### src/core/cib_pkg.sv
// constants and types for the central io bus port, processor end
// assumes a single 125 MHz clock domain and synchronous reset
package cib_pkg;
  localparam int unsigned CIB_DATA_W     = 32;
  localparam int unsigned CIB_PAR_W      = 4;
  localparam int unsigned CIB_SEL_W      = 6;
  localparam int unsigned CIB_CMD_W      = 10;
  localparam int unsigned CIB_SEL_ONES   = 3;
  localparam int unsigned CIB_INH_BIT_A  = 9;
  localparam int unsigned CIB_INH_BIT_B  = 30;
  localparam int unsigned CIB_CLK_MHZ    = 125;
  localparam int unsigned CIB_TMO_NS     = 8000;
  localparam int unsigned CIB_TMO_CYC    = (CIB_TMO_NS * CIB_CLK_MHZ) / 1000;
  localparam logic [31:0] CIB_HOLD_RST   = 32'h0000_0000;
  // command order matches pulse line positions
  localparam int unsigned CMD_RD_DATA    = 0;
  localparam int unsigned CMD_RD_STAT    = 1;
  localparam int unsigned CMD_RD_INT     = 2;
  localparam int unsigned CMD_RD_SREQ    = 3;
  localparam int unsigned CMD_INT_ACK    = 4;
  localparam int unsigned CMD_ERR_ACK    = 5;
  localparam int unsigned CMD_IDLE       = 6;
  localparam int unsigned CMD_CLR_ERR    = 7;
  localparam int unsigned CMD_WR_DATA    = 8;
  localparam int unsigned CMD_WR_CTL     = 9;
  typedef enum logic [1:0] {CIB_IDLE, CIB_PULSE, CIB_WAIT} cib_state_t;
endpackage : cib_pkg

### src/core/cib_port.sv
// processor end of the central io bus: issues one command, waits for reply
// assumes remote replies and interrupts arrive asynchronous to i_clk
`timescale 1ns/1ps
module cib_port
  import cib_pkg::*;
#(
  parameter int unsigned TMO_CYC = CIB_TMO_CYC
) (
  input  wire logic                  i_clk,
  input  wire logic                  i_srst,
  input  wire logic                  i_cmd_go,
  input  wire logic [CIB_CMD_W-1:0]  i_cmd_sel,
  input  wire logic [CIB_SEL_W-1:0]  i_chan_sel,
  input  wire logic [CIB_DATA_W-1:0] i_wr_data,
  input  wire logic [31:0]           i_sys_state,
  input  wire logic [35:0]           i_io_data_lines,
  input  wire logic [CIB_SEL_W-1:0]  i_response_code_lines,
  input  wire logic                  i_reply_ready_line,
  input  wire logic                  i_all_well_line,
  input  wire logic                  i_summary_fault_line,
  input  wire logic [5:0]            i_irq_lines,
  output logic [35:0]                o_io_data_lines,
  output logic                       o_io_data_oe,
  output logic [CIB_SEL_W-1:0]       o_channel_select_lines,
  output logic [CIB_CMD_W-1:0]       o_pulse_point_reg,
  output logic                       o_io_block_line,
  output logic [CIB_DATA_W-1:0]      o_channel_data_holding_reg,
  output logic                       o_busy,
  output logic                       o_done,
  output logic                       o_ack_err,
  output logic                       o_ready_err,
  output logic                       o_par_err,
  output logic                       o_cmd_err,
  output logic                       o_fault,
  output logic                       o_all_well,
  output logic [5:0]                 o_irq
);
  // the down-counter needs room for the two sync stages plus a reply
  if (TMO_CYC < 2 || TMO_CYC > 1000000) begin : g_bad_tmo
    $error("cib_port: bad TMO_CYC");
  end

  function automatic logic [3:0] byte_par(input logic [31:0] d);
    for (int i = 0; i < 4; i++) byte_par[i] = ^d[8*i +: 8];
  endfunction : byte_par

  // two-stage synchronisers for all remote lines
  logic [35:0] dat_s1_q, dat_s2_q;
  logic [5:0]  ack_s1_q, ack_s2_q, irq_s1_q, irq_s2_q;
  logic [2:0]  rsp_s1_q, rsp_s2_q;
  always_ff @(posedge i_clk) begin
    dat_s1_q <= i_io_data_lines;
    dat_s2_q <= dat_s1_q;
    ack_s1_q <= i_response_code_lines;
    ack_s2_q <= ack_s1_q;
    irq_s1_q <= i_irq_lines;
    irq_s2_q <= irq_s1_q;
    rsp_s1_q <= {i_reply_ready_line, i_all_well_line, i_summary_fault_line};
    rsp_s2_q <= rsp_s1_q;
  end
  wire rdy_s   = rsp_s2_q[2];
  wire well_s  = rsp_s2_q[1];
  wire fault_s = rsp_s2_q[0];

  cib_state_t st_q, st_d;
  logic [CIB_CMD_W-1:0]  cmd_q;
  logic [CIB_SEL_W-1:0]  sel_q;
  logic [CIB_DATA_W-1:0] hold_q;
  logic [31:0]           tmo_q;
  logic                  done_q, ack_err_q, rdy_err_q, par_err_q, cmd_err_q, blk_q;
  logic                  rdy_low_q, busy_q;

  wire cmd_onehot = $onehot(i_cmd_sel);
  wire sel_valid  = ($countones(i_chan_sel) == CIB_SEL_ONES);
  wire is_read    = |cmd_q[CMD_RD_SREQ:CMD_RD_DATA];
  wire is_write   = cmd_q[CMD_WR_DATA] | cmd_q[CMD_WR_CTL];
  wire start      = (st_q == CIB_IDLE) && i_cmd_go;
  wire start_ok   = start && cmd_onehot && sel_valid;
  wire ack_ok     = (ack_s2_q == sel_q);
  // ready and ack of the last command linger two sync stages after it ends;
  // so a reply is only taken once ready has been seen low since the go (rdy_low_q)
  wire reply      = (st_q == CIB_WAIT) && rdy_s && rdy_low_q && ack_ok;
  wire timeout    = (st_q == CIB_WAIT) && (tmo_q == 32'h0000_0000);
  wire rd_par_bad = (byte_par(dat_s2_q[31:0]) != dat_s2_q[35:32]);

  always_comb begin
    st_d = st_q;
    case (st_q)
      CIB_IDLE:  if (start_ok) st_d = CIB_PULSE;
      CIB_PULSE: st_d = CIB_WAIT;
      CIB_WAIT:  if (reply || timeout) st_d = CIB_IDLE;
      default:   st_d = CIB_IDLE;
    endcase
  end

  always_ff @(posedge i_clk) begin
    if (i_srst) begin
      st_q      <= CIB_IDLE;
      cmd_q     <= '0;
      sel_q     <= '0;
      hold_q    <= CIB_HOLD_RST;
      tmo_q     <= 32'h0000_0000;
      done_q    <= 1'b0;
      ack_err_q <= 1'b0;
      rdy_err_q <= 1'b0;
      par_err_q <= 1'b0;
      cmd_err_q <= 1'b0;
      blk_q     <= 1'b0;
      rdy_low_q <= 1'b0;
      busy_q    <= 1'b0;
    end else begin
      st_q      <= st_d;
      done_q    <= reply || timeout;
      blk_q     <= i_sys_state[CIB_INH_BIT_A] | i_sys_state[CIB_INH_BIT_B];
      cmd_err_q <= start && !(cmd_onehot && sel_valid);
      busy_q    <= (st_d != CIB_IDLE);
      if (start_ok) rdy_low_q <= 1'b0;
      else if (st_q == CIB_WAIT && !rdy_s) rdy_low_q <= 1'b1;
      if (start_ok) begin
        cmd_q     <= i_cmd_sel;
        sel_q     <= i_chan_sel;
        hold_q    <= i_wr_data;
        tmo_q     <= TMO_CYC;
        ack_err_q <= 1'b0;
        rdy_err_q <= 1'b0;
        par_err_q <= 1'b0;
      end else if (st_q == CIB_WAIT && tmo_q != 32'h0000_0000) begin
        tmo_q <= tmo_q - 32'h0000_0001;
      end
      if (reply && is_read) begin
        hold_q    <= dat_s2_q[31:0];
        par_err_q <= rd_par_bad;
      end
      if (timeout) begin
        ack_err_q <= !ack_ok;
        rdy_err_q <= !rdy_s;
      end
      if (st_q == CIB_WAIT && reply == 1'b0 && timeout == 1'b0 && st_d != CIB_WAIT)
        cmd_q <= '0;
    end
  end

  // pulse lines only during the one-cycle command phase
  logic [CIB_CMD_W-1:0] ppr_q;
  logic                 oe_q;
  logic [35:0]          dout_q;
  always_ff @(posedge i_clk) begin
    if (i_srst) begin
      ppr_q  <= '0;
      oe_q   <= 1'b0;
      dout_q <= '0;
    end else begin
      ppr_q  <= (st_d == CIB_PULSE) ? i_cmd_sel : '0;
      // drive data on every command but the four reads; remote drives on reads
      oe_q   <= (st_d == CIB_PULSE || st_d == CIB_WAIT) && !is_read_d(st_d);
      dout_q <= {byte_par(hold_d()), hold_d()};
    end
  end

  function automatic logic is_read_d(input cib_state_t s);
    is_read_d = (s == CIB_PULSE) ? |i_cmd_sel[CMD_RD_SREQ:CMD_RD_DATA] : is_read;
  endfunction : is_read_d

  function automatic logic [31:0] hold_d();
    hold_d = start_ok ? i_wr_data : hold_q;
  endfunction : hold_d

  assign o_io_data_lines            = dout_q;
  assign o_io_data_oe               = oe_q;
  assign o_channel_select_lines     = sel_q;
  assign o_pulse_point_reg          = ppr_q;
  assign o_io_block_line            = blk_q;
  assign o_channel_data_holding_reg = hold_q;
  assign o_busy                     = busy_q;
  assign o_done                     = done_q;
  assign o_ack_err                  = ack_err_q;
  assign o_ready_err                = rdy_err_q;
  assign o_par_err                  = par_err_q;
  assign o_cmd_err                  = cmd_err_q;
  assign o_fault                    = fault_s;
  assign o_all_well                 = well_s;
  assign o_irq                      = irq_s2_q;
endmodule : cib_port

### config.mk
export PLATFORM = sky130hd
export DESIGN_NAME = cib_port
export DESIGN_NICKNAME = d
export VERILOG_FILES = /design/src/core/cib_pkg.sv /design/src/core/cib_port.sv
export SDC_FILE = /design/constraint.sdc
export NUM_CORES = 1
export LEC_CHECK = 0
export BUFFER_PORTS_ARGS = -buffer_cell sky130_fd_sc_hd__buf_4
export CAP_MARGIN = 25
export CORE_MARGIN = 2
export CORE_UTILIZATION = 47
export DETAILED_ROUTE_END_ITERATION = 6
export PLACE_DENSITY = 0.73
export SYNTH_ARGS = -nofsm -noshare
export SYNTH_HDL_FRONTEND = slang
export SYNTH_SLANG_ARGS = --single-unit
### constraint.sdc
create_clock -name i_clk -period 5.2 [get_ports i_clk]
set_input_delay 0.26 -clock i_clk [delete_from_list [all_inputs] [get_ports i_clk]]
set_output_delay 0.26 -clock i_clk [all_outputs]
set_load 0.05 [all_outputs]
==> results.tsv, run 1 <==
stage	metric	value	unit
worst_setup_path	critical_path_buf_inv_count	7	
worst_setup_path	crit_chain	dlygate4sd3_1 > buf_4 > fa_1 > fa_1 > inv_1 > fa_1 > inv_1 > ha_1 > inv_1 > fa_1 > a2111o_1 > a2111o_2 > inv_2 > buf_4 > mux2i_1 > a21oi_1	
timing	clock_skew	0.0201	ns
timing	setup_viol	0	
placed_design	dp_hpwl	12700	microns
clock_tree	cts_buffers	23	
placed_design	placedCellCount	1162	
power_and_ir_drop	finalPower	4140	uW
yosys	synthDistinctLibCells	45	
clock_tree	clk_path_buf_depth	3	
die	dieArea	18400	sq um
route	drt_iter0_markers	257	
route	vias	6258	
placed_design	gp_congestion	0.850	
timing	hold_viol	0	
finish	antenna_cells	0	
yosys	synthesis.nets	915	
yosys	synth_top_cell_by_area	dfxtp_1	
route	drtAntennaViolNets	0	
finish	layout_commonest_cell	dfxtp_1	
timing	timing.fmax	224	MHz
timing	finalCriticalPeriod	4.46	ns
yosys	synthTopCellsByArea	dfxtp_1, xnor2_1, mux2i_1	
finish	syn2layout_area_growth	38.7	%
timing	fin_crit_sh	85.8	%
route	vias_per_cell	4.95	
worst_setup_path	worstPathMaxFanout	21	
placed_design	port_buffers	203	
worst_setup_path	start_kind	primary input	
clock_tree	cts_setup_buffers	0	
yosys	ys.flop_type	dfxtp_1	
timing	finalSetupTns	0	ns
power_and_ir_drop	power.density	366	nW/um^2
route	wl	18800	microns
finish	layout_common_cells	dfxtp_1, buf_4, xnor2_1	
die	rows	48	
global_routing	grt.total_usage	20.0	%
global_routing	grt_pass1_wl	29600	microns
global_routing	grt_pass1_vias	6222	
route	wire_per_inst	14.9	microns
finish	fin_cells	1265	
worst_setup_path	critPathKind	in2reg	
yosys	ys_seq_area_share	57.2	%
global_routing	grt_max_degree	67	
route	drc_errors	0	
clock_tree	clkLatencyLatePin	0.52	ns
finish	drive_gt1_share	25.2	%
worst_setup_path	crit_required	5.57	ns
die	die_x	136	microns
finish	utilization	66.1	%
worst_setup_path	critical_path.most_common_cell	fa_1	
yosys	syn-cell-area	8160	sq um
clock_tree	cts_root_buf	clkbuf_16	
yosys	syn_avg_cell_area	10.7	sq um
timing	worst_pin_slew	0.951	ns
yosys	synth_edf_count	0	
global_routing	grt-ovfl-total	0	
status	status	finished clean	
flow_run	cap_violations	0	
hold_path	min_path_type	in2reg	
yosys	synth_top_area_share	57.2	%
die	ios	234	
route	first_pass_iters	4	
worst_setup_path	cp.arrival	4.83	ns
global_routing	antenna_found_initial	0	
die	core_area	17100	sq um
timing	rsz0062_at_grt	false	
die	start_util	47.7	%
finish	postLayoutCellArea	11300	sq um
worst_setup_path	critPathSlowestCell	dlygate4sd3_1	
clock_tree	cts.sinks	233	
clock_tree	clk_pin_slew	0.06	ns
yosys	ys_async_sr_fraction	0	%
worst_setup_path	endpoint_kind	flop	
worst_setup_path	cp_top_family	adder cells	
placed_design	post_dp_cell_area	9870	sq um
clock_tree	cts_tree	built	
worst_setup_path	critPathMaxStageDelay	0.53	ns
timing	maxSlewViolCount	0	
clock_tree	h-tree-depth	1	
timing	max_slew_margin	36.0	%
die	chipHeight	136	microns
finish	nets	1174	
power_and_ir_drop	power_leakage	0.00482	uW
yosys	ys_seq_elements	233	
yosys	yosys_warnings	0	
yosys	netlist_instances	764	
power_and_ir_drop	peakVddDrop	0.310	mV
==> cells in the mapped netlist (2+ instances only) <==
master and number:
dfxtp_1 233, a21boi_0 4, a31oi_1 9, o41ai_1 4
or4_1 19, xnor2_1 79, nand4b_1 3, mux2_2 2
or3b_2 2, buf_2 4, or3_1 16, mux2i_1 34
fa_1 9, ha_1 8, nor4_1 6, xor2_1 15
and2_1 11, clkbuf_1 31, nor3_1 6, or2_2 4
o21ai_0 41, a21oi_1 58, a2111o_1 2, nand3_1 5
inv_1 26, nor2_1 58, a211oi_1 6, o31ai_1 11
nand2_1 34, nand2b_1 4, xnor3_1 2, nor2b_1 3
nand4_1 3
==> power by group <==
group	leakage, uW	internal (uW)	total, uW	switching [uW]
sequential	0.00192	1850	1880	29.4
clock	0.000410	1080	1760	682
combinational	0.00249	236	504	268
==> worst paths after layout <==
check / endpoint / cells past startpoint / from / slack, ns
max: o_channel_data_holding_reg[8] / 16 / i_cmd_sel[5] / 0.74
min: o_pulse_point_reg[3] / 2 / i_cmd_sel[3] / 0.01
max reg2reg: o_pulse_point_reg[3] / 7 / tmo_q[17] / 1.95
min reg2reg: dat_s2_q[31] / 0 / dat_s1_q[31] / 0.32
==> stage by stage <==
step	setup WS, ns	hold WS [ns]
final	0.739	0.0147
after CTS	0.748	0.00221
after global placement	0.793	0.310
after global routing	0.533	0.00509
after floorplan	0.611	0.288
after detailed placement	0.739	0.312
==> logic make-up (layout without fill, tap and decap cells) <==
group,after synthesis,in the layout,share of synthesized area [%]
buffers and inverters,62,338,2.91
DFF,233,233,57.2
xor gates and xnor gates,96,96,10.6
AOI/OAI and AO/OA,142,142,10.1
adders and majority gates,17,17,3.44
and+or+nand+nor,178,178,11.3
muxes,36,36,4.45
==> layout make-up <==
type                            count  area [sq um]
Fill cell                        1324          5800
Clock inverter                     12           179
Inverter                           26          97.6
Multi-Input combinational cell    469          3260
Sequential cell                   233          4660
Clock buffer                       30           642
Tap cell                          225           282
Timing Repair Buffer              270          2200
==> repair_timing <==
| action | 4_1_cts | 5_1_grt |
|---|---|---|
| resized for setup | 0 | 0 |
| setup endpoints to repair | 0 | 0 |
| endpoints found under the hold margin | 59 | 0 |
| hold buffers | 60 | 0 |
==> metal layers <==
| metal | wire length (microns) | GRT usage [%] | vias up | part of all wire, % |
|---|---|---|---|---|
| met4 | 410 | 5.84 | 0 | 2.2 |
| li1 | - | - | 3117 | - |
| met5 | 0 | 0 | - | 0 |
| met3 | 1100 | 4.15 | 29 | 5.8 |
| met1 | 7660 | 24.0 | 2942 | 41 |
| met2 | 9620 | 35.9 | 170 | 51 |
No activity file was read; power rests on OpenSTA's default activity.
==> inputs of run 2 (changes only) <==
--- a/config.mk
+++ b/config.mk
@@ -7,6 +7,7 @@
 export LEC_CHECK = 0
 export BUFFER_PORTS_ARGS = -buffer_cell sky130_fd_sc_hd__buf_4
 export CAP_MARGIN = 25
+export CORE_ASPECT_RATIO = 1.2
 export CORE_MARGIN = 2
 export CORE_UTILIZATION = 47
 export DETAILED_ROUTE_END_ITERATION = 6
==> run 2 against run 1 <==
Non-clock buffer count is 1 lower. Hold slack worse by 0.0072 ns. Critical path depth is the same. Global-route usage rose by 0.38 points. Clock skew down 0.0037 ns. Setup slack worse by 0.10 ns. Routed wire length is 2.9% higher. Fmax fell by 2.2%. Critical path type unchanged.
==> results.tsv, run 2 (synthesis gave the netlist of run 1 again) <==
stage	metric	value	unit	change
status	status	finished clean		
global_routing	grt_pass1_vias	6286		+1.0%
die	ios	234		unchanged
worst_setup_path	critPathMaxStageDelay	0.54	ns	about the same
placed_design	post_dp_cell_area	9860	sq um	about the same
timing	finalCriticalPeriod	4.56	ns	+0.102 ns
power_and_ir_drop	peakVddDrop	0.314	mV	+1.5%
worst_setup_path	start_kind	primary input		
timing	maxSlewViolCount	0		unchanged
timing	finalSetupTns	0	ns	unchanged
route	wire_per_inst	15.4	microns	+3.8%
worst_setup_path	critical_path_buf_inv_count	6		-1
finish	nets	1173		-0.085%
global_routing	grt_pass1_wl	30900	microns	+4.4%
flow_run	cap_violations	0		unchanged
finish	antenna_cells	0		unchanged
timing	rsz0062_at_grt	false		
route	wl	19300	microns	+2.9%
worst_setup_path	critPathSlowestCell	dlygate4sd3_1		
clock_tree	cts_tree	built		
route	drt_iter0_markers	202		-21%
worst_setup_path	critPathKind	in2reg		
hold_path	holdPathStages	2		unchanged
worst_setup_path	reg2reg_depth	9		+2
clock_tree	cts_root_buf	clkbuf_16		
clock_tree	clk_path_buf_depth	3		unchanged
power_and_ir_drop	power.density	371	nW/um^2	+1.5%
worst_setup_path	crit_chain	dlygate4sd3_1 > buf_4 > fa_1 > fa_1 > inv_1 > fa_1 > inv_1 > ha_1 > inv_1 > fa_1 > a2111o_1 > a2111o_2 > inv_2 > ha_1 > nor2b_1 > and2_1		
worst_setup_path	reg2reg_slack	2.21	ns	+0.26 ns
hold_path	min_path_type	in2reg		
timing	hold_viol	0		unchanged
clock_tree	hold_buffers	61		+1.7%
worst_setup_path	reg2reg_from	tmo_q[0]		
clock_tree	cts_setup_buffers	0		unchanged
route	vias	6215		-0.69%
placed_design	port_buffers	203		unchanged
route	drtAntennaViolNets	0		unchanged
worst_setup_path	crit_required	5.65	ns	+0.08 ns
global_routing	antenna_found_initial	0		unchanged
finish	postLayoutCellArea	11300	sq um	about the same
hold_path	min_from	i_cmd_sel[8]		
die	die_x	124	microns	-8.5%
worst_setup_path	worstPathMaxFanout	10		-52%
finish	syn2layout_area_growth	38.6	%	about the same
timing	max_slew_margin	38.5	%	+2.5 points
global_routing	grt_max_degree	67		unchanged
route	vias_per_cell	4.96		+0.18%
timing	clock_skew	0.0164	ns	-0.00367 ns
hold_path	hold-path-endpoint	o_pulse_point_reg[8]		
clock_tree	h-tree-depth	1		unchanged
route	drc_errors	0		unchanged
route	first_pass_iters	4		unchanged
finish	layout_commonest_cell	dfxtp_1		
timing	setup_viol	0		unchanged
finish	fill_cells	1304		-1.5%
die	core_area	16900	sq um	-1.2%
placed_design	gp_congestion	0.834		-1.9%
die	dieArea	18400	sq um	about the same
worst_setup_path	endpoint_kind	flop		
clock_tree	cts_buffers	23		unchanged
timing	timing.fmax	219	MHz	-2.2%
die	rows	52		+8.3%
power_and_ir_drop	finalPower	4200	uW	+1.4%
timing	hold_ws	0.00749	ns	-0.00718 ns
die	start_util	48.2	%	+0.56 points
die	chipHeight	148	microns	+9.3%
placed_design	dp_hpwl	13000	microns	+2.2%
worst_setup_path	cp_top_family	adder cells		
global_routing	grt.total_usage	20.3	%	+0.38 points
worst_setup_path	cp.arrival	5.01	ns	+0.18 ns
clock_tree	clk_pin_slew	0.06	ns	about the same
worst_setup_path	regToRegEndpoint	o_pulse_point_reg[8]		
timing	fin_crit_sh	87.8	%	+2.0 points
global_routing	grt-ovfl-total	0		unchanged
timing	worst_pin_slew	0.918	ns	-0.0334 ns
clock_tree	cts.sinks	233		unchanged
power_and_ir_drop	power_leakage	0.00480	uW	-0.33%
finish	drive_gt1_share	24.8	%	-0.43 points
clock_tree	cts_resized	0		unchanged
clock_tree	clkLatencyLatePin	0.51	ns	about the same
worst_setup_path	critical_path.most_common_cell	fa_1		
finish	layout_common_cells	dfxtp_1, buf_4, xnor2_1		
-- run 2: final cells by class --
| class | instances | area, sq um | area share [%] |
|---|---|---|---|
| Timing Repair Buffer | 269 | 2180 | 19.3 |
| Sequential cell | 233 | 4660 | 41.3 |
| Inverter | 26 | 97.6 | 0.863 |
| Clock buffer | 30 | 622 | 5.50 |
| Tap cell | 216 | 270 | 2.39 |
| Clock inverter | 11 | 211 | 1.87 |
| Multi-Input combinational cell | 469 | 3260 | 28.8 |
-- run 2: worst max path at each step --
stage                 startpoint                   end  cells after the start
floorplan           i_cmd_sel[0]  o_pulse_point_reg[0]                     16
global placement    i_cmd_sel[0]  o_pulse_point_reg[3]                     15
detailed placement  i_cmd_sel[0]              cmd_q[3]                     16
CTS                 i_cmd_sel[0]  o_pulse_point_reg[8]                     16
global route        i_cmd_sel[0]  o_pulse_point_reg[8]                     16
finish              i_cmd_sel[0]  o_pulse_point_reg[8]                     16
-- run 2: power by group --
part           leakage (uW)  total, uW  switching, uW  internal [uW]
Sequential          0.00192       1880           29.8           1850
Clock              0.000405       1810            673           1140
Combinational       0.00248        505            270            235
Total               0.00480       4200            973           3230
-- run 2: layer usage --
metal | part of all wire (%) | global-route usage, %
met1 | 38 | 22.4
met5 | 0 | 0
met4 | 2.3 | 6.63
met3 | 5.6 | 4.35
met2 | 54 | 38.8
-- run 2: stage by stage --
step,utilization [%],setup slack (ns),cells
after global routing,66.8,0.361,1254
after global placement,58.3,0.746,1152
final,66.8,0.637,1254
after detailed placement,58.3,0.676,1152
after CTS,66.8,0.626,1254
after floorplan,-,0.611,764
